<file path="src/drive_status_regs.vh">
// Register map, field layout, reset values, limits and timing of the drive status outputs
`ifndef DRIVE_STATUS_REGS_VH
`define DRIVE_STATUS_REGS_VH

// ----------------------------------------
// Timing
// ----------------------------------------
`define SYS_CLK_HZ 100000000
`define TICK_MS 100
`define TL_DELAY_MS 20
`define POWER_ON_MS 1000

// ----------------------------------------
// Register byte offsets
// ----------------------------------------
`define OFF_CTRL 8'h00
`define OFF_ARRIVAL_HYST 8'h04
`define OFF_DETECT1_LEVEL 8'h08
`define OFF_DETECT_HYST 8'h0C
`define OFF_OVERLOAD1_LEVEL 8'h10
`define OFF_OVERLOAD_TIMER 8'h14
`define OFF_DETECT2_LEVEL 8'h18
`define OFF_OVERLOAD2_LEVEL 8'h1C
`define OFF_TERM_SEL 8'h20
`define OFF_STATUS 8'h24

// ----------------------------------------
// Fields: CTRL and TERM_SEL
// ----------------------------------------
`define CTRL_POLARITY_BIT 0
`define CTRL_MODE_BIT 1
`define CTRL_SHIFT_LSB 4
`define TERM_SEL_W 5

// ----------------------------------------
// Reset values and setting limits (0.1 Hz, 0.1 %, 0.1 s units)
// ----------------------------------------
`define RST_CTRL 8'h50
`define RST_ARRIVAL_HYST 16'h0019
`define RST_DETECT1_LEVEL 16'h0258
`define RST_DETECT_HYST 16'h000A
`define RST_OVERLOAD_LEVEL 16'h03E8
`define RST_OVERLOAD_TIMER 16'h000A
`define RST_TERM_SEL 25'h0A38820
`define MAX_ARRIVAL_HYST 16'h0064
`define MAX_FREQ_LEVEL 16'h04B0
`define MAX_DETECT_HYST 16'h012C
`define MIN_OVERLOAD_LEVEL 16'h0032
`define MAX_OVERLOAD_LEVEL 16'h05DC
`define MIN_OVERLOAD_TIMER 16'h0001
`define MAX_OVERLOAD_TIMER 16'h0258

// ----------------------------------------
// Judgment levels (0.1 %, hours, 0.01 mA)
// ----------------------------------------
`define MAIN_CAP_LIMIT 16'h0352
`define BOARD_CAP_HOURS 17'h0EE48
`define FAN_HOURS 17'h061A8
`define CURRENT_LOSS_LIMIT 16'h00C8

`endif

</file>
<file path="src/drive_status_output.v">
// Status signal generator: frequency, overload, loss, limit and life flags onto terminals and relay
//
// Chosen here: the APB register port and the register addresses.
`timescale 1ns/1ps
`include "drive_status_regs.vh"

module drive_status_output #(
  parameter TICK_CYCLES = `TICK_MS * (`SYS_CLK_HZ / 1000),
  parameter TL_DELAY_CYCLES = `TL_DELAY_MS * (`SYS_CLK_HZ / 1000),
  parameter POWER_ON_CYCLES = `POWER_ON_MS * (`SYS_CLK_HZ / 1000)
) (
  input wire sys_clk_i,
  input wire srst_i,
  input wire psel_i,
  input wire penable_i,
  input wire pwrite_i,
  input wire [7:0] paddr_i,
  input wire [31:0] pwdata_i,
  output wire [31:0] prdata_o,
  output wire pready_o,
  output wire pslverr_o,
  input wire [15:0] out_freq_i,
  input wire [15:0] set_freq_i,
  input wire [15:0] out_current_i,
  input wire [15:0] analog_current_input_i,
  input wire limit_active_i,
  input wire running_i,
  input wire drive_ready_i,
  input wire motor2_sel_i,
  input wire [15:0] main_cap_life_data_i,
  input wire [16:0] board_cap_life_data_i,
  input wire [16:0] fan_life_data_i,
  output wire freq_arrival_out_o,
  output wire freq_detect1_out_o,
  output wire freq_detect2_out_o,
  output wire overload_warn1_out_o,
  output wire overload_warn2_out_o,
  output wire current_input_loss_out_o,
  output wire torque_limit_delayed_out_o,
  output wire life_warning_out_o,
  output wire [3:0] term_out_o,
  output wire relay_contact_closed_o
);
  // ----------------------------------------
  // Declarations
  // ----------------------------------------
  reg [31:0] prdata_q;
  reg pready_q;
  reg pslverr_q;
  reg [7:0] ctrl_q;
  reg [15:0] arrival_hyst_q;
  reg [15:0] detect1_level_q;
  reg [15:0] detect_hyst_q;
  reg [15:0] overload1_level_q;
  reg [15:0] overload_timer_q;
  reg [15:0] detect2_level_q;
  reg [15:0] overload2_level_q;
  reg [24:0] term_sel_q;
  reg arr_q;
  reg det1_q;
  reg det2_q;
  reg c1off_q;
  reg life_q;
  reg tld_q;
  reg warn1_q;
  reg ctl_ready_q;
  reg [3:0] term_q;
  reg relay_q;
  reg [31:0] tick_cnt_q;
  reg tick_q;
  reg [31:0] tl_cnt_q;
  reg [31:0] pon_cnt_q;
  reg [31:0] rd_data;
  reg addr_ok;
  wire wr_en;
  wire warn1_cur;
  wire warn1_th;
  wire warn2;
  wire [15:0] sig_vec;
  wire sig5;

  // ----------------------------------------
  // Helper functions
  // ----------------------------------------

  // Limits a written value to a setting range
  function [15:0] clamp16;
    input [31:0] v;
    input [15:0] lo;
    input [15:0] hi;
    begin
      if (v < {16'h0000, lo}) begin
        clamp16 = lo;
      end else if (v > {16'h0000, hi}) begin
        clamp16 = hi;
      end else begin
        clamp16 = v[15:0];
      end
    end
  endfunction

  // Level detector with release hysteresis; keeps state in between
  function detect_hyst;
    input state;
    input [15:0] freq;
    input [15:0] level;
    input [15:0] hyst;
    begin
      if (freq > level) begin
        detect_hyst = 1'b1;
      end else if ({1'b0, freq} + {1'b0, hyst} <= {1'b0, level}) begin
        detect_hyst = 1'b0;
      end else begin
        detect_hyst = state;
      end
    end
  endfunction

  // Picks the signal for a terminal selection code; unknown codes give OFF
  function pick_sig;
    input [4:0] code;
    input [15:0] sigs;
    begin
      pick_sig = code[4] ? 1'b0 : sigs[code[3:0]];
    end
  endfunction

  // ----------------------------------------
  // APB slave
  // ----------------------------------------

  // Writes take effect at the edge where pready is seen high
  assign wr_en = psel_i && penable_i && pwrite_i && pready_q && !pslverr_q;
  assign prdata_o = prdata_q;
  assign pready_o = pready_q;
  assign pslverr_o = pslverr_q;

  // Read mux and address decode
  always @* begin
    rd_data = 32'h00000000;
    addr_ok = 1'b1;
    case (paddr_i)
      `OFF_CTRL: rd_data = {24'h000000, ctrl_q};
      `OFF_ARRIVAL_HYST: rd_data = {16'h0000, arrival_hyst_q};
      `OFF_DETECT1_LEVEL: rd_data = {16'h0000, detect1_level_q};
      `OFF_DETECT_HYST: rd_data = {16'h0000, detect_hyst_q};
      `OFF_OVERLOAD1_LEVEL: rd_data = {16'h0000, overload1_level_q};
      `OFF_OVERLOAD_TIMER: rd_data = {16'h0000, overload_timer_q};
      `OFF_DETECT2_LEVEL: rd_data = {16'h0000, detect2_level_q};
      `OFF_OVERLOAD2_LEVEL: rd_data = {16'h0000, overload2_level_q};
      `OFF_TERM_SEL: rd_data = {7'h00, term_sel_q};
      `OFF_STATUS: rd_data = {22'h000000, ctl_ready_q, relay_q, life_q, tld_q, c1off_q,
                              warn2, warn1_q, det2_q, det1_q, arr_q};
      default: addr_ok = 1'b0;
    endcase
  end

  // One wait state: answer is registered in the first access cycle
  always @(posedge sys_clk_i) begin
    if (srst_i) begin
      pready_q <= 1'b0;
      pslverr_q <= 1'b0;
      prdata_q <= 32'h00000000;
    end else if (psel_i && penable_i && !pready_q) begin
      pready_q <= 1'b1;
      pslverr_q <= !addr_ok;
      prdata_q <= pwrite_i ? 32'h00000000 : rd_data;
    end else begin
      pready_q <= 1'b0;
      pslverr_q <= 1'b0;
    end
  end

  // ----------------------------------------
  // Settings registers
  // ----------------------------------------

  // Written level, hysteresis and timer values are limited to their setting ranges
  always @(posedge sys_clk_i) begin
    if (srst_i) begin
      ctrl_q <= `RST_CTRL;
      arrival_hyst_q <= `RST_ARRIVAL_HYST;
      detect1_level_q <= `RST_DETECT1_LEVEL;
      detect_hyst_q <= `RST_DETECT_HYST;
      overload1_level_q <= `RST_OVERLOAD_LEVEL;
      overload_timer_q <= `RST_OVERLOAD_TIMER;
      detect2_level_q <= `RST_DETECT1_LEVEL;
      overload2_level_q <= `RST_OVERLOAD_LEVEL;
      term_sel_q <= `RST_TERM_SEL;
    end else if (wr_en) begin
      case (paddr_i)
        `OFF_CTRL: ctrl_q <= {pwdata_i[7:4], 2'b00, pwdata_i[1:0]};
        `OFF_ARRIVAL_HYST: arrival_hyst_q <= clamp16(pwdata_i, 16'h0000, `MAX_ARRIVAL_HYST);
        `OFF_DETECT1_LEVEL: detect1_level_q <= clamp16(pwdata_i, 16'h0000, `MAX_FREQ_LEVEL);
        `OFF_DETECT_HYST: detect_hyst_q <= clamp16(pwdata_i, 16'h0000, `MAX_DETECT_HYST);
        `OFF_OVERLOAD1_LEVEL: overload1_level_q <= clamp16(pwdata_i, `MIN_OVERLOAD_LEVEL,
                                                           `MAX_OVERLOAD_LEVEL);
        `OFF_OVERLOAD_TIMER: overload_timer_q <= clamp16(pwdata_i, `MIN_OVERLOAD_TIMER,
                                                         `MAX_OVERLOAD_TIMER);
        `OFF_DETECT2_LEVEL: detect2_level_q <= clamp16(pwdata_i, 16'h0000, `MAX_FREQ_LEVEL);
        `OFF_OVERLOAD2_LEVEL: overload2_level_q <= clamp16(pwdata_i, `MIN_OVERLOAD_LEVEL,
                                                           `MAX_OVERLOAD_LEVEL);
        `OFF_TERM_SEL: term_sel_q <= pwdata_i[24:0];
        default: ctrl_q <= ctrl_q;
      endcase
    end
  end

  // ----------------------------------------
  // Time base
  // ----------------------------------------

  // 100 ms tick for the overload timer and thermal model
  always @(posedge sys_clk_i) begin
    if (srst_i || tick_cnt_q == TICK_CYCLES - 1) begin
      tick_cnt_q <= 32'h00000000;
    end else begin
      tick_cnt_q <= tick_cnt_q + 32'h00000001;
    end
  end

  // Tick pulse, one cycle long
  always @(posedge sys_clk_i) begin
    if (srst_i) begin
      tick_q <= 1'b0;
    end else begin
      tick_q <= tick_cnt_q == TICK_CYCLES - 1;
    end
  end

  // Control voltage settles a fixed time after reset release
  always @(posedge sys_clk_i) begin
    if (srst_i) begin
      pon_cnt_q <= 32'h00000000;
      ctl_ready_q <= 1'b0;
    end else if (pon_cnt_q == POWER_ON_CYCLES - 1) begin
      ctl_ready_q <= 1'b1;
    end else begin
      pon_cnt_q <= pon_cnt_q + 32'h00000001;
    end
  end

  // ----------------------------------------
  // Frequency, input loss and life flags
  // ----------------------------------------

  // Compared every cycle against the newest samples
  always @(posedge sys_clk_i) begin
    if (srst_i) begin
      arr_q <= 1'b0;
      det1_q <= 1'b0;
      det2_q <= 1'b0;
      warn1_q <= 1'b0;
      c1off_q <= 1'b0;
      life_q <= 1'b0;
    end else begin
      arr_q <= ({1'b0, out_freq_i} + {1'b0, arrival_hyst_q} >= {1'b0, set_freq_i}) &&
               ({1'b0, set_freq_i} + {1'b0, arrival_hyst_q} >= {1'b0, out_freq_i});
      det1_q <= detect_hyst(det1_q, out_freq_i, detect1_level_q, detect_hyst_q);
      det2_q <= detect_hyst(det2_q, out_freq_i, detect2_level_q, detect_hyst_q);
      warn1_q <= ctrl_q[`CTRL_MODE_BIT] ? warn1_cur : warn1_th;
      c1off_q <= analog_current_input_i < `CURRENT_LOSS_LIMIT;
      // Life flag only drives its output, the terminals, the relay and the status word; it raises no alarm
      life_q <= main_cap_life_data_i <= `MAIN_CAP_LIMIT ||
                board_cap_life_data_i >= `BOARD_CAP_HOURS ||
                fan_life_data_i >= `FAN_HOURS;
    end
  end

  // ----------------------------------------
  // Delayed limiting flag
  // ----------------------------------------

  // Counter restarts whenever limiting stops
  always @(posedge sys_clk_i) begin
    if (srst_i || !limit_active_i) begin
      tl_cnt_q <= 32'h00000000;
      tld_q <= 1'b0;
    end else if (tl_cnt_q == TL_DELAY_CYCLES - 1) begin
      tld_q <= 1'b1;
    end else begin
      tl_cnt_q <= tl_cnt_q + 32'h00000001;
    end
  end

  // ----------------------------------------
  // Overload warnings
  // ----------------------------------------

  // Current mode of warning one, motor 1 only
  level_timer #(
    .VW(16),
    .TW(16)
  ) u_warn1_cur (
    .sys_clk_i(sys_clk_i),
    .srst_i(srst_i),
    .enable_i(!motor2_sel_i && ctrl_q[`CTRL_MODE_BIT]),
    .tick_i(tick_q),
    .value_i(out_current_i),
    .level_i(overload1_level_q),
    .delay_i(overload_timer_q),
    .warn_o(warn1_cur)
  );

  // Thermal mode of warning one, motor 1 only
  thermal_model u_warn1_th (
    .sys_clk_i(sys_clk_i),
    .srst_i(srst_i),
    .enable_i(!motor2_sel_i && !ctrl_q[`CTRL_MODE_BIT]),
    .tick_i(tick_q),
    .current_i(out_current_i),
    .level_i(overload1_level_q),
    .shift_i(ctrl_q[`CTRL_SHIFT_LSB+3:`CTRL_SHIFT_LSB]),
    .warn_o(warn1_th)
  );

  // Warning two ignores the motor selection
  level_timer #(
    .VW(16),
    .TW(16)
  ) u_warn2 (
    .sys_clk_i(sys_clk_i),
    .srst_i(srst_i),
    .enable_i(1'b1),
    .tick_i(tick_q),
    .value_i(out_current_i),
    .level_i(overload2_level_q),
    .delay_i(overload_timer_q),
    .warn_o(warn2)
  );

  // ----------------------------------------
  // Terminal assignment and relay
  // ----------------------------------------

  // Selection codes: 0 run, 1 arrival, 2 detect1, 3 detect2, 7 warn1,
  // 8 warn2, 9 input loss, 10 ready, 11 delayed limit, 12 life, 13 limit
  assign sig_vec = {2'b00, limit_active_i, life_q, tld_q, drive_ready_i, c1off_q, warn2,
                    warn1_q, 3'b000, det2_q, det1_q, arr_q, running_i};
  assign sig5 = pick_sig(term_sel_q[24:20], sig_vec);

  // Terminals and relay updated every cycle
  always @(posedge sys_clk_i) begin
    if (srst_i) begin
      term_q <= 4'h0;
      relay_q <= 1'b0;
    end else begin
      term_q <= {pick_sig(term_sel_q[19:15], sig_vec), pick_sig(term_sel_q[14:10], sig_vec),
                 pick_sig(term_sel_q[9:5], sig_vec), pick_sig(term_sel_q[4:0], sig_vec)};
      // Relay stays open until control voltage is up
      relay_q <= ctl_ready_q && (sig5 ^ ctrl_q[`CTRL_POLARITY_BIT]);
    end
  end

  // ----------------------------------------
  // Flag outputs
  // ----------------------------------------
  assign freq_arrival_out_o = arr_q;
  assign freq_detect1_out_o = det1_q;
  assign freq_detect2_out_o = det2_q;
  assign overload_warn1_out_o = warn1_q;
  assign overload_warn2_out_o = warn2;
  assign current_input_loss_out_o = c1off_q;
  assign torque_limit_delayed_out_o = tld_q;
  assign life_warning_out_o = life_q;
  assign term_out_o = term_q;
  assign relay_contact_closed_o = relay_q;
endmodule

</file>
<file path="src/level_timer.v">
// Current level warning with delay timer and 90 percent release level
`timescale 1ns/1ps
`include "drive_status_regs.vh"

module level_timer #(
  parameter VW = 16,
  parameter TW = 16
) (
  input wire sys_clk_i,
  input wire srst_i,
  input wire enable_i,
  input wire tick_i,
  input wire [VW-1:0] value_i,
  input wire [VW-1:0] level_i,
  input wire [TW-1:0] delay_i,
  output reg warn_o
);
  reg [TW-1:0] cnt_q;
  wire [VW+3:0] value_x10;
  wire [VW+3:0] level_x9;
  wire above;

  // Release compares value*10 against level*9 to avoid a divider
  assign value_x10 = ({4'h0, value_i} << 3) + ({4'h0, value_i} << 1);
  assign level_x9 = ({4'h0, level_i} << 3) + {4'h0, level_i};
  assign above = value_i > level_i;

  // Timer restarts whenever the current drops to the level or below
  always @(posedge sys_clk_i) begin
    if (srst_i || !enable_i || !above) begin
      cnt_q <= {TW{1'b0}};
    end else if (tick_i && cnt_q != delay_i) begin
      cnt_q <= cnt_q + 1'b1;
    end
  end

  // Set after the delay, clear below 90 percent of the level or when disabled
  always @(posedge sys_clk_i) begin
    if (srst_i || !enable_i) begin
      warn_o <= 1'b0;
    end else if (above && cnt_q == delay_i) begin
      warn_o <= 1'b1;
    end else if (value_x10 < level_x9) begin
      warn_o <= 1'b0;
    end
  end
endmodule

</file>
<file path="src/thermal_model.v">
// Inverse-time thermal overload model for the first overload warning
`timescale 1ns/1ps
`include "drive_status_regs.vh"

module thermal_model (
  input wire sys_clk_i,
  input wire srst_i,
  input wire enable_i,
  input wire tick_i,
  input wire [15:0] current_i,
  input wire [15:0] level_i,
  input wire [3:0] shift_i,
  output reg warn_o
);
  reg [47:0] heat_q;
  wire [31:0] cur_sq;
  wire [31:0] lvl_sq;
  wire [31:0] rel_sq;
  wire [19:0] rel_lvl;
  wire [47:0] trip_at;
  wire [47:0] release_at;

  // Heat settles at current squared times 2^shift ticks
  assign cur_sq = current_i * current_i;
  assign lvl_sq = level_i * level_i;
  assign rel_lvl = ({4'h0, level_i} * 20'h00009) / 20'h0000A;
  assign rel_sq = rel_lvl[15:0] * rel_lvl[15:0];
  assign trip_at = {16'h0000, lvl_sq} << shift_i;
  assign release_at = {16'h0000, rel_sq} << shift_i;

  // Leaky integrator, one step per tick
  always @(posedge sys_clk_i) begin
    if (srst_i || !enable_i) begin
      heat_q <= 48'h000000000000;
    end else if (tick_i) begin
      heat_q <= heat_q + {16'h0000, cur_sq} - (heat_q >> shift_i);
    end
  end

  // Equivalent-current warning with 90 percent release
  always @(posedge sys_clk_i) begin
    if (srst_i || !enable_i) begin
      warn_o <= 1'b0;
    end else if (heat_q >= trip_at) begin
      warn_o <= 1'b1;
    end else if (heat_q < release_at) begin
      warn_o <= 1'b0;
    end
  end
endmodule

</file>
<file path="config.mk">
export PLATFORM = sky130hd
export DESIGN_NAME = drive_status_output
export DESIGN_NICKNAME = d
export VERILOG_FILES = /design/src/drive_status_output.v /design/src/level_timer.v /design/src/thermal_model.v
export VERILOG_INCLUDE_DIRS = /design/src /design/src/src
export SDC_FILE = /design/constraint.sdc
export NUM_CORES = 2
export LEC_CHECK = 0
export ABC_AREA = 1
export BUFFER_PORTS_ARGS = -buffer_cell sky130_fd_sc_hd__buf_2
export CAP_MARGIN = 10
export CELL_PAD_IN_SITES_DETAIL_PLACEMENT = 1
export CELL_PAD_IN_SITES_GLOBAL_PLACEMENT = 1
export CORE_ASPECT_RATIO = 0.75
export CORE_MARGIN = 1
export CORE_UTILIZATION = 45
export CTS_CLUSTER_DIAMETER = 50
export DETAILED_ROUTE_END_ITERATION = 12
export GPL_ROUTABILITY_DRIVEN = 0
export PLACE_DENSITY = 0.88
export REMOVE_ABC_BUFFERS = 1
export SYNTH_ARGS = -nofsm -noshare
export SYNTH_HDL_FRONTEND = slang
export SYNTH_SLANG_ARGS = --single-unit
</file>
<file path="constraint.sdc">
create_clock -name sys_clk_i -period 17.65 [get_ports sys_clk_i]
set_clock_uncertainty 0.05 [all_clocks]
set_input_delay 1.765 -clock sys_clk_i [delete_from_list [all_inputs] [get_ports sys_clk_i]]
set_output_delay 1.765 -clock sys_clk_i [all_outputs]
set_load 0.005 [all_outputs]
</file>
# [Word-level counts from Yosys, hierarchy flattened]
# Cells that the tools add are included.
[word_totals] out_inout_bits=47 wordCells=191 reg_bits=370 n_memories=0 rom_bits=0 input_bits=163 ram_bits=0 latch_bits=0
[op_classes] reduce_logical=52 shift=3 n_eq_ne=16 bitwise_logic=2 n_div=1 multipliers=4 n_mux=36 n_lt_le_gt_ge=29 addsub=13
[op_table] op="25-bit case mux with 10 select lines" n=1
[op_table] op="16-bit 2-to-1 mux" n=10
[op_table] op="32-bit by 1-bit adder with 32-bit output (second input constant)" n=3
[op_table] op="16-bit by 16-bit multiplier with 32-bit output" n=3
[op_table] op="32-bit by 4-bit left shift with 48-bit output" n=2
[op_table] op="16-bit greater-than comparator" n=4
[op_table] op="32-bit by 11-bit greater-than comparator with 1-bit output (second input constant)" n=2
[op_table] op="32-bit by 1-bit less-than comparator with 1-bit output (second input constant)" n=2
[op_table] op="16-bit by 16-bit adder with 17-bit output" n=3
[op_table] op="48-bit by 32-bit adder with 48-bit output" n=1
[op_table] op="48-bit >= comparator" n=1
[op_table] op="48-bit less-than comparator" n=1
[op_table] op="48-bit by 4-bit right shift with 48-bit output" n=1
[op_table] op="48-bit subtractor" n=1
[op_table] op="19-bit by 16-bit adder with 20-bit output" n=2
[op_table] op="20-bit less-than comparator" n=2
[op_table] op="17-bit by 16-bit >= comparator with 1-bit output" n=2
[op_table] op="17-bit by 16-bit <= comparator with 1-bit output" n=2
[op_table] op="16-bit by 1-bit adder with 16-bit output (second input constant)" n=2
[op_table] op="16-bit == test" n=2
[op_table] op="32-bit by 21-bit == test with 1-bit output (second input constant)" n=1
[op_table] op="32-bit by 24-bit == test with 1-bit output (second input constant)" n=1
[op_table] op="32-bit by 27-bit == test with 1-bit output (second input constant)" n=1
[op_table] op="8-bit by 5-bit == test with 1-bit output (second input constant)" n=4
[op_table] op="29 further kinds" n=102

# [Longest topological paths before layout]
[logic_depth] depth_word=7 depth_mapped=151

# [Hierarchy]
# Synthesis repeated with hierarchy kept, for this count alone.
[hier_totals] cells_unflattened=8298 area_unflattened_um2=59215.5
[modules_own_cells] module="thermal_model" seq_area_each_um2=980.9 cells_per_inst=4606 instances=1 area_per_inst_um2=34463.1
[modules_own_cells] module="drive_status_output" seq_area_each_um2=5605.4 cells_per_inst=2488 instances=1 area_per_inst_um2=17508.0
[modules_own_cells] module="level_timer" seq_area_each_um2=340.3 cells_per_inst=602 instances=2 area_per_inst_um2=3622.2

# [Least setup slack after synthesis]
# No wires, ideal clock.
[synth_path] path_kind="register to register" from="register overload1_level_q[3]" to="register u_warn1_th.warn_o" setup_ns=0.070 stages_incl_launch_ff=133 path_buffers=4 synth_period_minus_slack_ns=15.530 t_arrival_ns=15.410 path_slack_ns=2.120 cell_sequence="dfxtp_1 -> ha_1 -> ha_1 -> inv_1 -> fa_1 -> inv_1 -> nand2_1 -> nand2_2 -> nand2_2 -> nand2_4 -> nand2_2 -> nand2_2 -> nand2_2 -> nand2_1 -> nand2_1 -> nand2_1 -> nand2_2 -> nand2_1 -> [... 97 more ...] -> a21oi_1 -> nor2_1 -> nor2_1 -> xor2_1 -> o21ai_0 -> o21ai_0 -> o21ai_0 -> mux2i_1 -> ha_1 -> nand2_1 -> or4_1 -> nor2_1 -> nand2_1 -> nor4_1 -> nand2_1 -> nand2_1 -> nand2_1 -> a21oi_1"
[synth_via] elab_chain_cells=6 word_cells_on_any_way=10 cone_classes="mul (3); div (1); order compare (2); shift (2); mux (1); reduce/logical (1)"
[synth_rtl] item="from (decl)" line="drive_status_output.v:54" rtl="reg [15:0] overload1_level_q;"
[synth_rtl] item="from (signal assigned)" line="drive_status_output.v:185" rtl="overload1_level_q <= `RST_OVERLOAD_LEVEL;"
[synth_rtl] item="from (signal assigned)" line="drive_status_output.v:196" rtl="`OFF_OVERLOAD1_LEVEL: overload1_level_q <= clamp16(pwdata_i, `MIN_OVERLOAD_LEVEL,"
[synth_rtl] item="16-bit by 4-bit multiplier with 20-bit output" line="thermal_model.v:26" rtl="assign rel_lvl = ({4'h0, level_i} * 20'h00009) / 20'h0000A;"
[synth_rtl] item="20-bit by 4-bit divider with 20-bit output" line="thermal_model.v:26"
[synth_rtl] item="16-bit by 16-bit multiplier with 32-bit output" line="thermal_model.v:27" rtl="assign rel_sq = rel_lvl[15:0] * rel_lvl[15:0];"
[synth_rtl] item="32-bit by 4-bit left shift with 48-bit output" line="thermal_model.v:29" rtl="assign release_at = {16'h0000, rel_sq} << shift_i;"
[synth_rtl] item="48-bit less-than comparator" line="thermal_model.v:46" rtl="end else if (heat_q < release_at) begin"
[synth_rtl] item="2-bit nonzero test (no source line)"
[synth_rtl] item="to (signal assigned)" line="thermal_model.v:43" rtl="warn_o <= 1'b0;"
[synth_rtl] item="to (signal assigned)" line="thermal_model.v:45" rtl="warn_o <= 1'b1;"
[synth_rtl] item="to (signal assigned)" line="thermal_model.v:47" rtl="warn_o <= 1'b0;"
[synth_rtl] item="to (decl)" line="thermal_model.v:13" rtl="output reg warn_o"
# Parallel ways exist; a longest one is shown, timed or not.
# A chain may end at the register's enable or synchronous reset.

# [Final worst setup path]
[layout_path] from="register overload1_level_q[10]" to="register u_warn1_th.warn_o"
# The elaborated chain is that of the path after synthesis.

==> out/summary.md <==
Sink of the worst hold path: tick_cnt_q[0]$_SDFF_PP0_. The net count of the finished layout is 9042. The worst register-to-register path has a setup slack of 0.70 ns. The worst setup path is captured at a register.

Clock tree synthesis found a total of 363 sinks. The share of final-layout standard cells stronger than drive strength 1 was 0.0945; the standard-cell row count was 111. The number of violations reported at the end of detailed-routing iteration 0 was 4706; the number of pins exceeding their max-slew limit in the final report was 0. Yosys mapped a number of flops with a built-in enable equal to 0. The wire length of the first global-routing pass is 321000 um, and the clock latency on the worst-skew pair is 0.67 ns. The leakage component of the power came out at 31.1 nW. The per-cell routed wire length was 22.6 um; the cell area after layout was 61200 um2. For the worst setup path, the data arrival time is 17.45 ns. In this run the most critical hold path is launched from tick_cnt_q[0]$_SDFF_PP0_. The post-synthesis async set-or-reset flop share was 0; the clock tree buffer depth was 3. After clock tree synthesis, the flow added hold-fix buffers numbering 0. The yosys synthesis warning count is 0. In this run the power density over the cells is 78.1 nW/um2.

After filler insertion, the fill cell instance count of the layout stands at 15400. Averaged over all synthesized cells, the footprint is 7.49 um2. The number of cell instances on the worst register-to-register path was 112. The endpoint identified for the worst register-to-register timing path is u_warn1_th.warn_o$_SDFFE_PP0P_.

Hold timing on the final database bottoms out at a slack of 0.406 ns. The library cell used most frequently in the layout, excluding fill and tap cells, is inv_1. The run gives 0.499 as the final cell utilization of the core. Synthesis produced a netlist whose cell count is 7451. The clock tree synthesis step divided the H-tree into 2 levels. The number of clock buffers inserted by TritonCTS was 53. Summed over all layers, the global routing overflow is 0.

The tools report the maximum number of pins on one net before global-route repair as 98. The biggest cell delay along the critical path was 0.57 ns; the starting density of the core was 0.455. Summing over every cut layer, the via total after detailed routing is 54100. The top cell types in the final layout, fill and taps aside, are inv_1, nand2_1, ha_1, fa_1, o21ai_0. The worst setup path is launched from a register. The run gives 57600 as the via count of the first global-routing pass.

The final worst-path setup slack is 0.701 ns. The critical path in this run is classified as register to register. The detail-routed via count per cell is 5.84, and the share of the clock period used by the worst path after layout is 0.960. The tools report the part of the Yosys area used for sequential elements as 0.130. Synthesis inferred 363 register bits. Summed over all layers, the routed wires come to 209000 um.

The share of the synthesized area in the top cell type was 0.206; the setup TNS after final layout was 0 ns. The chip height was 307 um. In this run the horizontal extent of the chip is 409 um. Static timing analysis puts the maximum clock frequency at 59.0 MHz. The run gives 4.78 mW as the overall power consumption. The logs give 123000 um2 for the core region area and 0.324 for the global-route usage over all layers. Port buffering added 193 buffers. The total count of hold-check failures in the final report is 0.

The remaining number of nets flagged by the antenna check after routing was 0. The worst flop-to-flop path startpoint is overload1_level_q[10]$_SDFFE_PP0P_. After synthesis the cells add up to 55800 um2. The largest individual stage delay along the critical path comes from the cell fa_1. The run gives 0.248 as the worst max-slew margin expressed relative to the limit. The measured slew at the worst slew-check pin came out at 1.13 ns. TritonCTS built the clock tree. For this run, the detailed router's first-pass iteration total came to 6. Leaving out filler cells and counting taps, the final layout contains 9261. The logs give 0 for the number of maximum-capacitance constraint violations and 0 for the DRC violation count after routing. The run gives -0.285 ns as the pre-CTS setup slack. The number of top-level pins is 210. Placed cell count: 9129.

fa_1 takes more of the synthesized area than any other cell. Most frequent cell on the critical path: nand2_2. The tools report the HPWL after detailed placement as 165000 um.

The tree is rooted in a clkbuf_16. Clock period minus final worst setup slack: 16.95 ns. The register clock-pin slew on the reported worst setup and hold paths is 0.06 ns.

The total cell area at the placement stage came out at 58400 um2. The count of endpoints failing setup in the final report came out at 0. The most used flip-flop cell after synthesis was dfxtp_1.

From synthesis to final layout, the design area changed by 9.67%. The peak fanout along the critical path works out to 6. The flow ran to the end, and the final reports show no timing, DRC or antenna violations. The die covers 125000 um2.

Number of distinct standard cells referenced by the synthesized netlist: 77. In this run the worst hold path is classified as register to register. The number of antenna violations at the first check in global routing is 5, and the required time reported for the critical path endpoint is 18.15 ns. Across the VDD grid, the largest voltage drop is 0.187 mV. Cell depth of the worst hold path: 1.

After synthesis, the cell types taking the most area are fa_1, ha_1, dfxtp_1, inv_1, nand2_1.
flip-flops by register name (all words and copies together), names as in the netlist, 25 cells and up:
name and count:
tick_cnt_q 32, u_warn1_th.heat_q 48, pon_cnt_q 32, term_sel_q 25, prdata_o 25, tl_cnt_q 32
where the power goes:
part           internal [mW]  leakage (nW)  switching (mW)
registers              0.821          2.93         0.00263
logic                   1.10          27.3            1.70
clock network          0.674         0.920           0.487
metal layers:
metal | global-route usage | up-vias | wire length [um]
met5 | 0 | - | 51
met4 | 0.112 | 8 | 8010
met3 | 0.0768 | 596 | 20100
met2 | 0.527 | 2368 | 95400
met1 | 0.420 | 26800 | 85300
li1 | - | 24300 | -
cell families (layout without fill, tap and decap cells):
kind of cell,count (synthesis),in the layout,synth area share
AOI/OAI and AO/OA,1431,1431,0.144
xor gates and xnor gates,244,244,0.0384
adders and majority gates,1300,1300,0.369
buffers and inverters,1748,1913,0.122
DFF,363,363,0.130
muxes,100,100,0.0180
other,1,8,0.0000672
and+or+nand+nor,2264,2264,0.178
cell usage after synthesis (99+ instances only):
cell type and number:
xor2_1 171, clkbuf_1 170, dfxtp_1 363, ha_1 725
nand3_1 225, a21oi_1 543, nand2_1 1206, mux2i_1 99
o21ai_0 545, fa_1 575, inv_1 1473, nor3_1 113
nor2_1 410
worst max-delay path, delay by kind of cell (launching register included):
family / cells / cell delay [ns]
AND/OR/NAND/NOR: 75 / 8.13
buffers and inverters: 14 / 1.26
AO/OA/AOI/OAI: 9 / 1.50
XOR/XNOR: 2 / 0.41
flip-flops: 1 / 0.42
adder cells (fa/ha/maj): 10 / 4.63
multiplexers: 2 / 0.39
what timing repair did:
item                                    CTS  global route
pin swaps                                 1            57
setup buffers                             2            29
endpoints found under the setup margin    1             1
resized for setup                        13           168
cloned                                    0             1
worst max path at each step:
| stage | startpoint | end | cells after the start |
|---|---|---|---|
| after floorplan | overload1_level_q[3]$_SDFFE_PP1P_ | u_warn1_th.warn_o$_SDFFE_PP0P_ | 130 |
| after global placement | overload1_level_q[12]$_SDFFE_PP0P_ | u_warn1_th.warn_o$_SDFFE_PP0P_ | 114 |
| after detailed placement | overload1_level_q[11]$_SDFFE_PP0P_ | u_warn1_th.warn_o$_SDFFE_PP0P_ | 125 |
| after CTS | overload1_level_q[9]$_SDFFE_PP1P_ | u_warn1_th.warn_o$_SDFFE_PP0P_ | 129 |
| after global routing | overload1_level_q[5]$_SDFFE_PP1P_ | u_warn1_th.warn_o$_SDFFE_PP0P_ | 127 |
| final | overload1_level_q[10]$_SDFFE_PP0P_ | u_warn1_th.warn_o$_SDFFE_PP0P_ | 112 |
layout make-up:
cell class / count / area, um2 / area share
Multi-Input combinational cell: 5346 / 42400 / 0.693
Clock buffer: 58 / 1390 / 0.0226
Clock inverter: 40 / 518 / 0.00847
Tap cell: 1638 / 2050 / 0.0335
Antenna cell: 1 / 2.50 / 0.0000409
Sequential cell: 363 / 7290 / 0.119
Timing Repair Buffer: 303 / 1830 / 0.0299
Inverter: 1512 / 5690 / 0.0930
Power figures use the tool's default switching activity.
